===== src/inc/sdram_fetch_pkg.sv =====
// Constants, types and decode functions of the instruction fetch sequencer
package sdram_fetch_pkg;

  // Controller cycle is two processor cycles
  localparam int MPU_PER_TC = 2;

  localparam int ROW_W = 13;
  localparam int COL_W = 9;
  localparam int ADDR_W = ROW_W + COL_W;
  localparam int DQ_W = 16;
  localparam int LINE_WORDS = 8;
  localparam int LINE_W = DQ_W * LINE_WORDS;
  localparam int IDX_W = 3;
  localparam int NW_W = 4;
  localparam int HIT_W = 32;
  localparam int CNT_W = 5;
  localparam int STAT_W = 16;

  // Command spacing in controller cycles
  localparam logic [CNT_W-1:0] CAS_LAT_TC = 5'h02;
  localparam logic [CNT_W-1:0] RAS_TO_CAS_TC = 5'h03;
  // Sampled data trails the pins by one controller cycle
  localparam logic [CNT_W-1:0] SYNC_TC = 5'h01;
  localparam logic [CNT_W-1:0] CAP_FIRST_TC = CAS_LAT_TC + SYNC_TC;

  // Halfwords per burst; the terminating strobe follows at the same count
  localparam logic [NW_W-1:0] FILL_WORDS = 4'h8;
  localparam logic [NW_W-1:0] WORD32_WORDS = 4'h2;
  localparam logic [NW_W-1:0] HALF16_WORDS = 4'h1;

  // Gap from last latch to next column command, in processor cycles
  localparam int GAP_32_MPU = 10;
  localparam int GAP_16_MPU = 12;
  localparam logic [CNT_W-1:0] GAP_32_TC = CNT_W'(GAP_32_MPU / MPU_PER_TC);
  localparam logic [CNT_W-1:0] GAP_16_TC = CNT_W'(GAP_16_MPU / MPU_PER_TC);

  typedef enum logic [2:0] {
    FETCH_HIT,
    FETCH_FILL32,
    FETCH_FILL16,
    FETCH_WORD32,
    FETCH_HALF16
  } fetch_e;

  typedef struct packed {
    logic [ADDR_W-1:0] addr;
    fetch_e kind;
    logic [HIT_W-1:0] hit_data;
  } req_s;

  typedef struct packed {
    logic [LINE_W-1:0] data;
    logic [NW_W-1:0] nwords;
    logic hit;
  } rsp_s;

  typedef struct packed {
    logic ras_n;
    logic cas_n;
    logic we_n;
    logic [ROW_W-1:0] addr;
  } sd_cmd_s;

  function automatic logic [NW_W-1:0] burst_words(input fetch_e kind);
    case (kind)
      FETCH_FILL32, FETCH_FILL16: burst_words = FILL_WORDS;
      FETCH_WORD32: burst_words = WORD32_WORDS;
      FETCH_HALF16: burst_words = HALF16_WORDS;
      default: burst_words = HALF16_WORDS;
    endcase
  endfunction

  function automatic logic [CNT_W-1:0] gap_tc(input fetch_e kind);
    case (kind)
      FETCH_FILL32, FETCH_WORD32: gap_tc = GAP_32_TC;
      default: gap_tc = GAP_16_TC;
    endcase
  endfunction

endpackage


===== src/rtl/tc_tick.sv =====
// Controller cycle tick and memory clock derived from the processor clock
`timescale 1ns/1ps
module tc_tick
  import sdram_fetch_pkg::*;
#(
  parameter int DIV = MPU_PER_TC
) (
  input wire logic clk_sys,
  input wire logic sys_rst,
  output logic tc_edge,
  output logic sd_clk
);

  localparam logic [3:0] LAST = 4'(DIV - 1);
  localparam logic [3:0] HALF = 4'(DIV / 2);

  logic [3:0] cnt_r;
  logic sd_clk_r;

  always_ff @(posedge clk_sys) begin
    if (sys_rst) begin
      cnt_r <= 4'h0;
    end else if (cnt_r == LAST) begin
      cnt_r <= 4'h0;
    end else begin
      cnt_r <= cnt_r + 4'h1;
    end
  end

  // Memory clock rises at each controller cycle boundary
  always_ff @(posedge clk_sys) begin
    if (sys_rst) begin
      sd_clk_r <= 1'b0;
    end else begin
      sd_clk_r <= (cnt_r == LAST) || (cnt_r < HALF - 4'h1);
    end
  end

  assign tc_edge = (cnt_r == LAST);
  assign sd_clk = sd_clk_r;

endmodule


===== src/rtl/sdram_fetch_seq.sv =====
// Instruction fetch read burst sequencer toward the external SDRAM
`timescale 1ns/1ps
////////////////////////////////////////////////////////////////////////////
// How it works
// - Line fill: write-enable strobe eight controller cycles after column read.
// - Burst stops two cycles after the terminating strobe, column latency 2.
// - A line fill returns exactly eight halfwords, one full cache line.
// - Line fill: last halfword latched two cycles after terminating strobe.
// - 32-bit line fill: five controller cycles from last latch to next column read.
// - Cached fetches pay the read gap once per line, not per instruction.
// - Uncached 32-bit fetch: ten processor cycle gap before next read.
// - Row strobe first, column strobe three controller cycles later.
// - Uncached 16-bit: terminating strobe one cycle after column read.
// - Uncached 16-bit: one halfword, on the bus a cycle after strobe.
// - Uncached 16-bit: halfword latched two cycles after the strobe.
// - Uncached 16-bit: six controller cycles to next column read.
// - Cache hit answers in one processor cycle, no memory access.
// - 16-bit line fill takes one controller cycle more than 32-bit.
// - A burst yields one new word every controller cycle until stopped.
// - Uncached 32-bit: strobe two cycles after column, two halfwords.
////////////////////////////////////////////////////////////////////////////
module sdram_fetch_seq
  import sdram_fetch_pkg::*;
(
  input wire logic clk_sys,
  input wire logic sys_rst,
  input wire logic req_valid,
  output logic req_ready,
  input req_s req,
  output logic rsp_valid,
  output rsp_s rsp,
  output logic word_valid,
  output logic [DQ_W-1:0] word_data,
  output logic busy,
  output logic [STAT_W-1:0] fill_count,
  output logic [STAT_W-1:0] hit_count,
  output logic sd_clk,
  output sd_cmd_s sd_cmd,
  input wire logic [DQ_W-1:0] sd_dq_in
);

  typedef enum logic [1:0] {
    ST_IDLE,
    ST_ACT,
    ST_BURST,
    ST_GAP
  } state_e;

  state_e state_r;
  logic [CNT_W-1:0] cnt_r;
  logic [CNT_W-1:0] cnt_nxt;
  logic [CNT_W-1:0] gap_r;
  fetch_e kind_r;
  logic [COL_W-1:0] col_r;
  logic [NW_W-1:0] nwords_r;
  logic [DQ_W-1:0] dq_meta_r;
  logic [DQ_W-1:0] dq_sync_r;
  logic [DQ_W-1:0] buf_r [LINE_WORDS];
  sd_cmd_s cmd_r;
  rsp_s rsp_r;
  logic rsp_valid_r;
  logic word_valid_r;
  logic [DQ_W-1:0] word_data_r;
  logic [STAT_W-1:0] fill_cnt_r;
  logic [STAT_W-1:0] hit_cnt_r;
  logic tc_edge;
  logic tc_late_r;
  logic is_hit;
  logic can_start;
  logic take;
  logic start_ext;
  logic cas_now;
  logic term_now;
  logic cap_any;
  logic cap_last;
  logic [CNT_W-1:0] cap_ofs;
  logic [IDX_W-1:0] cap_idx;
  logic [LINE_W-1:0] line_c;

  ////////////////////////////////////////////////////////////////////////////
  // Controller cycle timing

  tc_tick #(
    .DIV(MPU_PER_TC)
  ) u_tick (
    .clk_sys(clk_sys),
    .sys_rst(sys_rst),
    .tc_edge(tc_edge),
    .sd_clk(sd_clk)
  );

  // Marks the clock after each controller cycle tick
  always_ff @(posedge clk_sys) begin
    if (sys_rst) begin
      tc_late_r <= 1'b0;
    end else begin
      tc_late_r <= tc_edge;
    end
  end

  ////////////////////////////////////////////////////////////////////////////
  // Request acceptance and sequence points

  assign is_hit = (req.kind == FETCH_HIT);
  // Next row open may overlap the tail of the gap
  assign can_start = (state_r == ST_IDLE) ||
                     ((state_r == ST_GAP) && (gap_r == 5'h01));
  // Hits wait for ST_IDLE and skip the controller cycle wait
  assign req_ready = ((state_r == ST_IDLE) && is_hit) ||
                     (can_start && tc_edge && !is_hit);
  assign take = req_valid && req_ready;
  assign start_ext = take && !is_hit;
  assign cnt_nxt = cnt_r + 5'h01;

  assign cas_now = (state_r == ST_ACT) && tc_edge &&
                   (cnt_nxt == RAS_TO_CAS_TC);
  // Burst length in halfwords equals the strobe delay after column read
  assign term_now = (state_r == ST_BURST) && tc_edge &&
                    (cnt_nxt == CNT_W'(nwords_r));
  // First word at column latency, seen one cycle later past the sync
  // Both sync stages hold the word only on the clock after the tick,
  // so latching happens there, still inside the same controller cycle
  assign cap_ofs = cnt_r - CAP_FIRST_TC;
  assign cap_idx = cap_ofs[IDX_W-1:0];
  assign cap_any = (state_r == ST_BURST) && tc_late_r &&
                   (cnt_r >= CAP_FIRST_TC) &&
                   (cap_ofs < CNT_W'(nwords_r));
  // Last word lands two cycles after the terminating strobe
  assign cap_last = cap_any &&
                    (cap_ofs == CNT_W'(nwords_r) - 5'h01);

  ////////////////////////////////////////////////////////////////////////////
  // Sequencer state

  always_ff @(posedge clk_sys) begin
    if (sys_rst) begin
      state_r <= ST_IDLE;
      cnt_r <= 5'h00;
      gap_r <= 5'h00;
      kind_r <= FETCH_HIT;
      col_r <= '0;
      nwords_r <= 4'h0;
    end else begin
      case (state_r)
        ST_IDLE, ST_GAP: begin
          if (start_ext) begin
            state_r <= ST_ACT;
            cnt_r <= 5'h00;
            kind_r <= req.kind;
            col_r <= req.addr[COL_W-1:0];
            nwords_r <= burst_words(req.kind);
          end else if ((state_r == ST_GAP) && tc_edge) begin
            if (gap_r == 5'h01) begin
              state_r <= ST_IDLE;
            end else begin
              gap_r <= gap_r - 5'h01;
            end
          end
        end
        ST_ACT: begin
          if (cas_now) begin
            state_r <= ST_BURST;
            cnt_r <= 5'h00;
          end else if (tc_edge) begin
            cnt_r <= cnt_nxt;
          end
        end
        ST_BURST: begin
          if (cap_last) begin
            state_r <= ST_GAP;
            // Gap counted to the next column read, row open included
            gap_r <= gap_tc(kind_r) - RAS_TO_CAS_TC;
          end else if (tc_edge) begin
            cnt_r <= cnt_nxt;
          end
        end
        default: begin
          state_r <= ST_IDLE;
        end
      endcase
    end
  end

  ////////////////////////////////////////////////////////////////////////////
  // Memory command strobes, each low for one controller cycle

  always_ff @(posedge clk_sys) begin
    if (sys_rst) begin
      cmd_r.ras_n <= 1'b1;
      cmd_r.cas_n <= 1'b1;
      cmd_r.we_n <= 1'b1;
      cmd_r.addr <= '0;
    end else if (tc_edge) begin
      cmd_r.ras_n <= 1'b1;
      cmd_r.cas_n <= 1'b1;
      cmd_r.we_n <= 1'b1;
      if (start_ext) begin
        cmd_r.ras_n <= 1'b0;
        cmd_r.addr <= req.addr[ADDR_W-1:COL_W];
      end
      if (cas_now) begin
        cmd_r.cas_n <= 1'b0;
        cmd_r.addr <= {{(ROW_W - COL_W){1'b0}}, col_r};
      end
      if (term_now) begin
        cmd_r.we_n <= 1'b0;
      end
    end
  end

  assign sd_cmd = cmd_r;

  ////////////////////////////////////////////////////////////////////////////
  // Read data synchroniser and line buffer

  always_ff @(posedge clk_sys) begin
    if (sys_rst) begin
      dq_meta_r <= '0;
      dq_sync_r <= '0;
    end else begin
      dq_meta_r <= sd_dq_in;
      dq_sync_r <= dq_meta_r;
    end
  end

  always_ff @(posedge clk_sys) begin
    if (sys_rst) begin
      for (int i = 0; i < LINE_WORDS; i++) begin
        buf_r[i] <= '0;
      end
    end else if (cap_any) begin
      buf_r[cap_idx] <= dq_sync_r;
    end
  end

  // Line image with the word latched this cycle merged in
  always_comb begin
    line_c = '0;
    for (int j = 0; j < LINE_WORDS; j++) begin
      if (NW_W'(j) < nwords_r) begin
        if (IDX_W'(j) == cap_idx) begin
          line_c[j*DQ_W +: DQ_W] = dq_sync_r;
        end else begin
          line_c[j*DQ_W +: DQ_W] = buf_r[j];
        end
      end
    end
  end

  ////////////////////////////////////////////////////////////////////////////
  // Responses: per halfword stream and completed fetch

  always_ff @(posedge clk_sys) begin
    if (sys_rst) begin
      word_valid_r <= 1'b0;
      word_data_r <= '0;
    end else begin
      word_valid_r <= cap_any;
      if (cap_any) begin
        word_data_r <= dq_sync_r;
      end
    end
  end

  always_ff @(posedge clk_sys) begin
    if (sys_rst) begin
      rsp_valid_r <= 1'b0;
      rsp_r <= '0;
    end else begin
      rsp_valid_r <= 1'b0;
      if (take && is_hit) begin
        rsp_valid_r <= 1'b1;
        rsp_r.data <= {{(LINE_W - HIT_W){1'b0}}, req.hit_data};
        rsp_r.nwords <= WORD32_WORDS;
        rsp_r.hit <= 1'b1;
      end else if (cap_last) begin
        rsp_valid_r <= 1'b1;
        rsp_r.data <= line_c;
        rsp_r.nwords <= nwords_r;
        rsp_r.hit <= 1'b0;
      end
    end
  end

  ////////////////////////////////////////////////////////////////////////////
  // Activity counters

  always_ff @(posedge clk_sys) begin
    if (sys_rst) begin
      fill_cnt_r <= '0;
      hit_cnt_r <= '0;
    end else begin
      if (cap_last && ((kind_r == FETCH_FILL32) ||
                       (kind_r == FETCH_FILL16))) begin
        fill_cnt_r <= fill_cnt_r + 16'h0001;
      end
      if (take && is_hit) begin
        hit_cnt_r <= hit_cnt_r + 16'h0001;
      end
    end
  end

  assign rsp_valid = rsp_valid_r;
  assign rsp = rsp_r;
  assign word_valid = word_valid_r;
  assign word_data = word_data_r;
  assign busy = (state_r != ST_IDLE);
  assign fill_count = fill_cnt_r;
  assign hit_count = hit_cnt_r;

endmodule


===== config.mk =====
export PLATFORM = sky130hd
export DESIGN_NAME = sdram_fetch_seq
export DESIGN_NICKNAME = d
export VERILOG_FILES = /design/src/inc/sdram_fetch_pkg.sv /design/src/rtl/tc_tick.sv /design/src/rtl/sdram_fetch_seq.sv
export SDC_FILE = /design/constraint.sdc
export NUM_CORES = 1
export LEC_CHECK = 0
export ABC_AREA = 0
export BUFFER_PORTS_ARGS = -buffer_cell sky130_fd_sc_hd__buf_2
export CAP_MARGIN = 20
export CORE_MARGIN = 2
export CORE_UTILIZATION = 51
export CTS_CLUSTER_SIZE = 14
export DETAILED_ROUTE_END_ITERATION = 10
export GPL_TIMING_DRIVEN = 0
export MAX_ROUTING_LAYER = met4
export PLACE_DENSITY = 0.73
export SYNTH_ARGS = -nofsm -noshare
export SYNTH_HDL_FRONTEND = slang
export SYNTH_SLANG_ARGS = --single-unit

===== constraint.sdc =====
create_clock -name clk_sys -period 10.1 [get_ports clk_sys]
set_input_delay 3.03 -clock clk_sys [delete_from_list [all_inputs] [get_ports clk_sys]]
set_output_delay 3.03 -clock clk_sys [all_outputs]
set_load 0.01 [all_outputs]

[Yosys cells after proc, flatten, opt, wreduce, memory -nomap -nowiden]
Memory sizes are Yosys's and may differ from the RTL's.
Index checks and enable logic that the tools add are counted.
Operators by class
  equal/unequal tests: 30
  magnitude comparators: 11
  multiplexer cells: 54
  $add $sub $neg: 8
  reductions and logical operators: 40
Operator list (number)
  $mux 16: 17
  $mux 37: 2
  $mux 5: 11
  $add 16x1->16 const B: 2
  $mux 13: 2
  $logic_and 1x1->1: 17
  $lt 3x4->1 const A: 4
  $reduce_or 16->1: 1
  $pmux 5 s3: 1
  $ne 2x2->1 const B: 7
  $eq 3x2->1 const B: 4
  $eq 3x3->1 const A: 4
  $mux 2: 6
  $mux 1: 11
  $pmux 5 s2: 1
  $reduce_or 2->1: 5
  $sub 5x2->5 const B: 2
  $lt 1x4->1 const A: 2
  $lt 2x4->1 const A: 2
  $pmux 4 s2: 1
  $reduce_bool 2->1: 4
  $eq 2x3->1 const A: 2
  $eq 3x1->1 const B: 2
  $logic_not 3->1: 2
  24 further kinds: 31
Storage, ports and cells
  output and inout port bits: 202
  word-level logic and storage cells: 169
  bits in writable memories: 128
  bits of input ports: 76
  memories kept: 1
  bits in registers: 265
Memories
  buf_r: words 8, width 16, rd ports 8, clocked after Yosys merged registers in 0, wr ports 8, RTL line sdram_fetch_seq.sv:58  | logic [DQ_W-1:0] buf_r [LINE_WORDS];

[Depth between registers and ports, before layout]
  depth in word-level cells: 11
  depth in mapped cells: 13
  gate-level depth less buffers: 9

[Modules after synthesis]
From an unflattened synthesis, not the netlist that was laid out.
Second synthesis, totals
  cell total of the unflattened synthesis: 1682
  area, all modules: 17023.8 µm²
By module, submodules not included
  sdram_fetch_seq: times used 1, cells each 1663, sequential area each 9008.6 µm², area each 16821.1 µm²
  tc_tick: times used 1, cells each 19, sequential area each 100.1 µm², area each 202.7 µm²

[Least setup slack after synthesis]
OpenSTA, ideal clock, no wires.
  kind: input-to-output
  from: in req[32] in the netlist's numbering
  to: out req_ready
  arrival: 3.701 ns
  path slack: 3.369 ns
  stages: 2
  cells stage by stage: or3_1 a21oi_1
Between the ends
  cells in the longest elaborated chain, start to end: 4
  elaborated cells between the ends (all ways): 5
  those cells by class: reduce/logical: 5
RTL lines
  start: declaration: RTL line sdram_fetch_seq.sv:29  | input req_s req,
  $logic_not 3->1 *: RTL line sdram_fetch_seq.sv:104  | assign is_hit = (req.kind == FETCH_HIT);
  $logic_not 1->1: RTL line sdram_fetch_seq.sv:110  | (can_start && tc_edge && !is_hit);
  $logic_and 1x1->1: RTL line sdram_fetch_seq.sv:110
  $logic_or 1x1->1 *: RTL line sdram_fetch_seq.sv:109  | assign req_ready = ((state_r == ST_IDLE) && is_hit) ||
  end: declaration: RTL line sdram_fetch_seq.sv:28  | output logic req_ready,
Every way passes the cells marked *; elsewhere a longest branch is shown, timed or not.

[Worst setup path after layout]
Ends and elaborated chain as after synthesis.

==> flow_metrics.tcl <==
set metrics [dict create \
    hold_viol 0 \
    floorplan.die_area_mm2 0.03434 \
    gp_routability_congestion 0.9299 \
    worst-setup-path-type "input port to output pin" \
    nFillCells 2730 \
    clockBufferDepth 3 \
    crit_cells 5 \
    slowest_delay_ps 430 \
    post_synth_num_cell_types 55 \
    drt_first_pass_iters 5 \
    cts_setup_buffers 0 \
    max_slew.worst_pin.slew_ps 1028 \
    most_frequent_standard_cell_in_the_layout_excluding_fill_and_tap_cells "sky130_fd_sc_hd__buf_2" \
    route.detailed.wl_per_inst_um 20.24 \
    num-nets-final 2070 \
    later_pin_clock_latency_in_the_skew_report_ps 530 \
    worst_hold_path.num_cells 1 \
    hold_buffers 0 \
    cp_top_family "simple AND/OR/NAND/NOR gates" \
    timing.critical_path.from_type "input port" \
    cpMaxStageDelayCell "sky130_fd_sc_hd__or3_1" \
    leakage_uw 0.008237 \
    r2r-end "rsp[123]" \
    utilization 0.6193 \
    floorplan.core_area_mm2 0.03245 \
    setup_crit_end_kind "output pin" \
    fraction_of_layout_cells_with_a_size_suffix_above_1 0.2308 \
    run_status "completed" \
    layout.cells.most_common_list "sky130_fd_sc_hd__buf_2, sky130_fd_sc_hd__dfxtp_1, sky130_fd_sc_hd__nand2_1, sky130_fd_sc_hd__and2_1, sky130_fd_sc_hd__a21oi_1" \
    detail_route.vias_per_cell 5.617 \
    max_freq_mhz 142.9 \
    netlist_instances 1648 \
    synthesis.yosys.warnings 0 \
    grt_start_max_net_pins 17 \
    ys.flop_type "sky130_fd_sc_hd__dfxtp_1" \
    setup-tns-final_ps 0 \
    worstHoldPathType "flip-flop to flip-flop" \
    drcViolationCount 0 \
    timing.critical_path.required_ps 7070 \
    clkSlewWorstSetupHoldPaths_ps 60 \
    hold_path_end "dq_sync_r[15]" \
    power.ir.vdd_worst_uv 103.1 \
    maxSlewViolCount 0 \
    tritoncts "built" \
    initial_core_util 0.5166 \
    cell_area_power_density_mw_per_mm2 171.5 \
    hold_path_startpoint "dq_meta_r[15]" \
    initialDrtViolationCount 1243 \
    synth_edf_count 128 \
    rel_slew_slack 0.3144 \
    layout-area-overhead-vs-synth_pct 19.87 \
    postSynthRegisterBits 390 \
    tritoncts_num_sinks 390 \
    cts-htree-levels 2 \
    grt_first_pass_wirelength_mm 73.13 \
    vias_in_the_first_global_route 12860 \
    finalCritPeriodShare 0.6931 \
    critical_path_peak_fanout 5 \
    numCtsBuffers 40 \
    max-cap-violations 0 \
    fin_worst_skew_ps 9.757 \
    die-width_um 185.3 \
    i_o_pins 278 \
    rr_worst_depth 11 \
    finalCriticalPeriod_ps 7000 \
    std_cell_rows 66 \
    globalRoute.totalOverflow 0 \
    synth.yosys.seq_area_share 0.5421 \
    clockRootBuffer "sky130_fd_sc_hd__clkbuf_16" \
    unrepaired_setup_endpoints_after_global_routing "no" \
    track_usage 0.2910 \
    dpl.hpwl_mm 34.47 \
    async_reset_ff_frac 0 \
    final_antenna_violating_net_count 0 \
    regToRegStartpoint "cnt_r[0]" \
    path_buf_inv 2 \
    syn-num-nets 1748 \
    cts_resized 0 \
    die_height_um 185.3 \
    finalSetupViolations 0 \
    syn-cell-area_mm2 0.01677 \
    r2r_slack_ps 5940 \
    critical_path_arrival_ps 3970 \
    detail_route.wirelength_mm 49.52 \
    syn-mean-instance-area_um2 10.17 \
    port_buffers 275 \
    antenna_found_initial 1 \
    via_count 13740 \
    crit_path_cell_trace "buf_2 -> or3_1 -> a21oi_1 -> a21oi_1 -> buf_2" \
]
-- kinds of logic after synthesis --
logic type,Yosys count,synth area share
and+or+nand+nor,658,0.1986
other,1,0.0002237
adders and majority gates,24,0.01791
DFF,390,0.5421
muxes,162,0.1030
buffers and inverters,150,0.03597
AOI/OAI and AO/OA,231,0.08470
xor gates and xnor gates,32,0.01754
-- Yosys cell counts (2+ instances only) --
cell / number / area (um^2)
sky130_fd_sc_hd__a211oi_1: 9 / 67.56
sky130_fd_sc_hd__a21oi_1: 132 / 660.6
sky130_fd_sc_hd__a22o_1: 2 / 17.52
sky130_fd_sc_hd__a2bb2oi_1: 16 / 140.1
sky130_fd_sc_hd__a311oi_1: 18 / 157.7
sky130_fd_sc_hd__and2_1: 133 / 832.1
sky130_fd_sc_hd__and3_1: 6 / 37.54
sky130_fd_sc_hd__buf_2: 17 / 85.08
sky130_fd_sc_hd__buf_6: 2 / 22.52
sky130_fd_sc_hd__clkbuf_1: 109 / 409.1
sky130_fd_sc_hd__clkinv_1: 2 / 7.510
sky130_fd_sc_hd__dfxtp_1: 262 / 5245
sky130_fd_sc_hd__edfxtp_1: 128 / 3844
sky130_fd_sc_hd__ha_1: 24 / 300.3
sky130_fd_sc_hd__inv_1: 18 / 67.56
sky130_fd_sc_hd__mux2_2: 84 / 945.9
sky130_fd_sc_hd__mux2i_1: 78 / 780.8
sky130_fd_sc_hd__nand2_1: 187 / 701.9
sky130_fd_sc_hd__nand2b_1: 2 / 12.51
sky130_fd_sc_hd__nand3_1: 98 / 490.5
sky130_fd_sc_hd__nand4_1: 12 / 75.07
sky130_fd_sc_hd__nor2_1: 85 / 319.1
sky130_fd_sc_hd__nor2b_1: 36 / 225.2
sky130_fd_sc_hd__nor3_1: 25 / 125.1
sky130_fd_sc_hd__nor4_1: 8 / 50.05
sky130_fd_sc_hd__nor4_2: 3 / 37.54
sky130_fd_sc_hd__nor4b_1: 3 / 26.28
sky130_fd_sc_hd__o21a_1: 4 / 30.03
sky130_fd_sc_hd__o21ai_0: 12 / 60.06
sky130_fd_sc_hd__o22ai_1: 16 / 100.1
sky130_fd_sc_hd__o311ai_0: 6 / 52.55
sky130_fd_sc_hd__o31ai_1: 2 / 15.01
sky130_fd_sc_hd__o32ai_1: 2 / 17.52
sky130_fd_sc_hd__o41ai_1: 6 / 52.55
sky130_fd_sc_hd__or2_2: 10 / 62.56
sky130_fd_sc_hd__or3_1: 40 / 250.2
sky130_fd_sc_hd__or4_1: 3 / 22.52
sky130_fd_sc_hd__or4b_1: 2 / 20.02
sky130_fd_sc_hd__xnor2_1: 20 / 175.2
sky130_fd_sc_hd__xor2_1: 11 / 96.34
-- routing by layer --
layer	vias up	share of wire	global-route usage
met5	-	0	-
met3	106	0.086	0.05309
met2	625	0.46	0.4591
li1	6430	-	-
met1	6578	0.42	0.3798
met4	0	0.031	0.09524
-- layout make-up --
type / instances / area [um^2] / share of cell area
Clock buffer: 62 / 1247 / 0.06207
Buffer: 130 / 528.0 / 0.02627
Sequential cell: 390 / 9089 / 0.4522
Inverter: 20 / 75.07 / 0.003735
Clock inverter: 12 / 116.4 / 0.005790
Multi-Input combinational cell: 1108 / 7074 / 0.3520
Timing Repair Buffer: 280 / 1410 / 0.07016
Antenna cell: 2 / 5.005 / 0.0002490
Tap cell: 442 / 553.0 / 0.02752
-- metrics by stage --
step	hold WS (ps)	std cells	total power, uW	worst slack [ps]	instance area, um^2
global placement	420.3	2365	1948	3129	18700
finish	435.5	2446	3446	3100	20100
detailed placement	425.1	2369	1956	3117	18720
floorplan	413.8	1648	1855	3369	16770
global route	444.1	2445	3538	3078	20100
CTS	437.9	2443	3449	3113	20090
-- sequential cells by signal, indices dropped and copies added (netlist names) --
name / count
rsp: 132
buf_r: 128
dq_meta_r: 16
dq_sync_r: 16
fill_count: 16
hit_count: 16
sd_cmd: 16
word_data: 16
col_r: 9
cnt_r: 5
gap_r: 5
u_tick.cnt_r: 4
kind_r: 3
nwords_r: 3
state_r: 2
rsp_valid: 1
u_tick.sd_clk: 1
word_valid: 1
-- power breakdown --
part | leakage (uW) | internal, uW | total (uW) | switching [uW]
sequential | 0.00344 | 1660 | 1690 | 30.8
combinational | 0.00412 | 82.2 | 240 | 158
clock | 0.000679 | 904 | 1520 | 612
-- worst reg2reg max path: stages (launching register included) --
cell and delay [ps]:
sky130_fd_sc_hd__dfxtp_1 560, sky130_fd_sc_hd__inv_1 190, sky130_fd_sc_hd__ha_1 440, sky130_fd_sc_hd__ha_1 330, sky130_fd_sc_hd__nor2b_1 130, sky130_fd_sc_hd__o31ai_1 330
sky130_fd_sc_hd__nand4_1 220, sky130_fd_sc_hd__nor2_1 310, sky130_fd_sc_hd__clkbuf_1 660, sky130_fd_sc_hd__clkbuf_1 500, sky130_fd_sc_hd__nand3_1 240, sky130_fd_sc_hd__a21oi_1 180
-- how the worst max path moves through the flow --
stage | from | endpoint | slack (ps)
4_1_cts | req[32] | req_ready | 3110
5_1_grt | req[32] | req_ready | 3080
6_report | req[32] | req_ready | 3100
3_3_place_gp | req[32] | req_ready | 3130
3_5_place_dp | req[32] | req_ready | 3120
2_1_floorplan | req[32] | req_ready | 3370
Note: power is estimated with default switching activity, not from simulation.
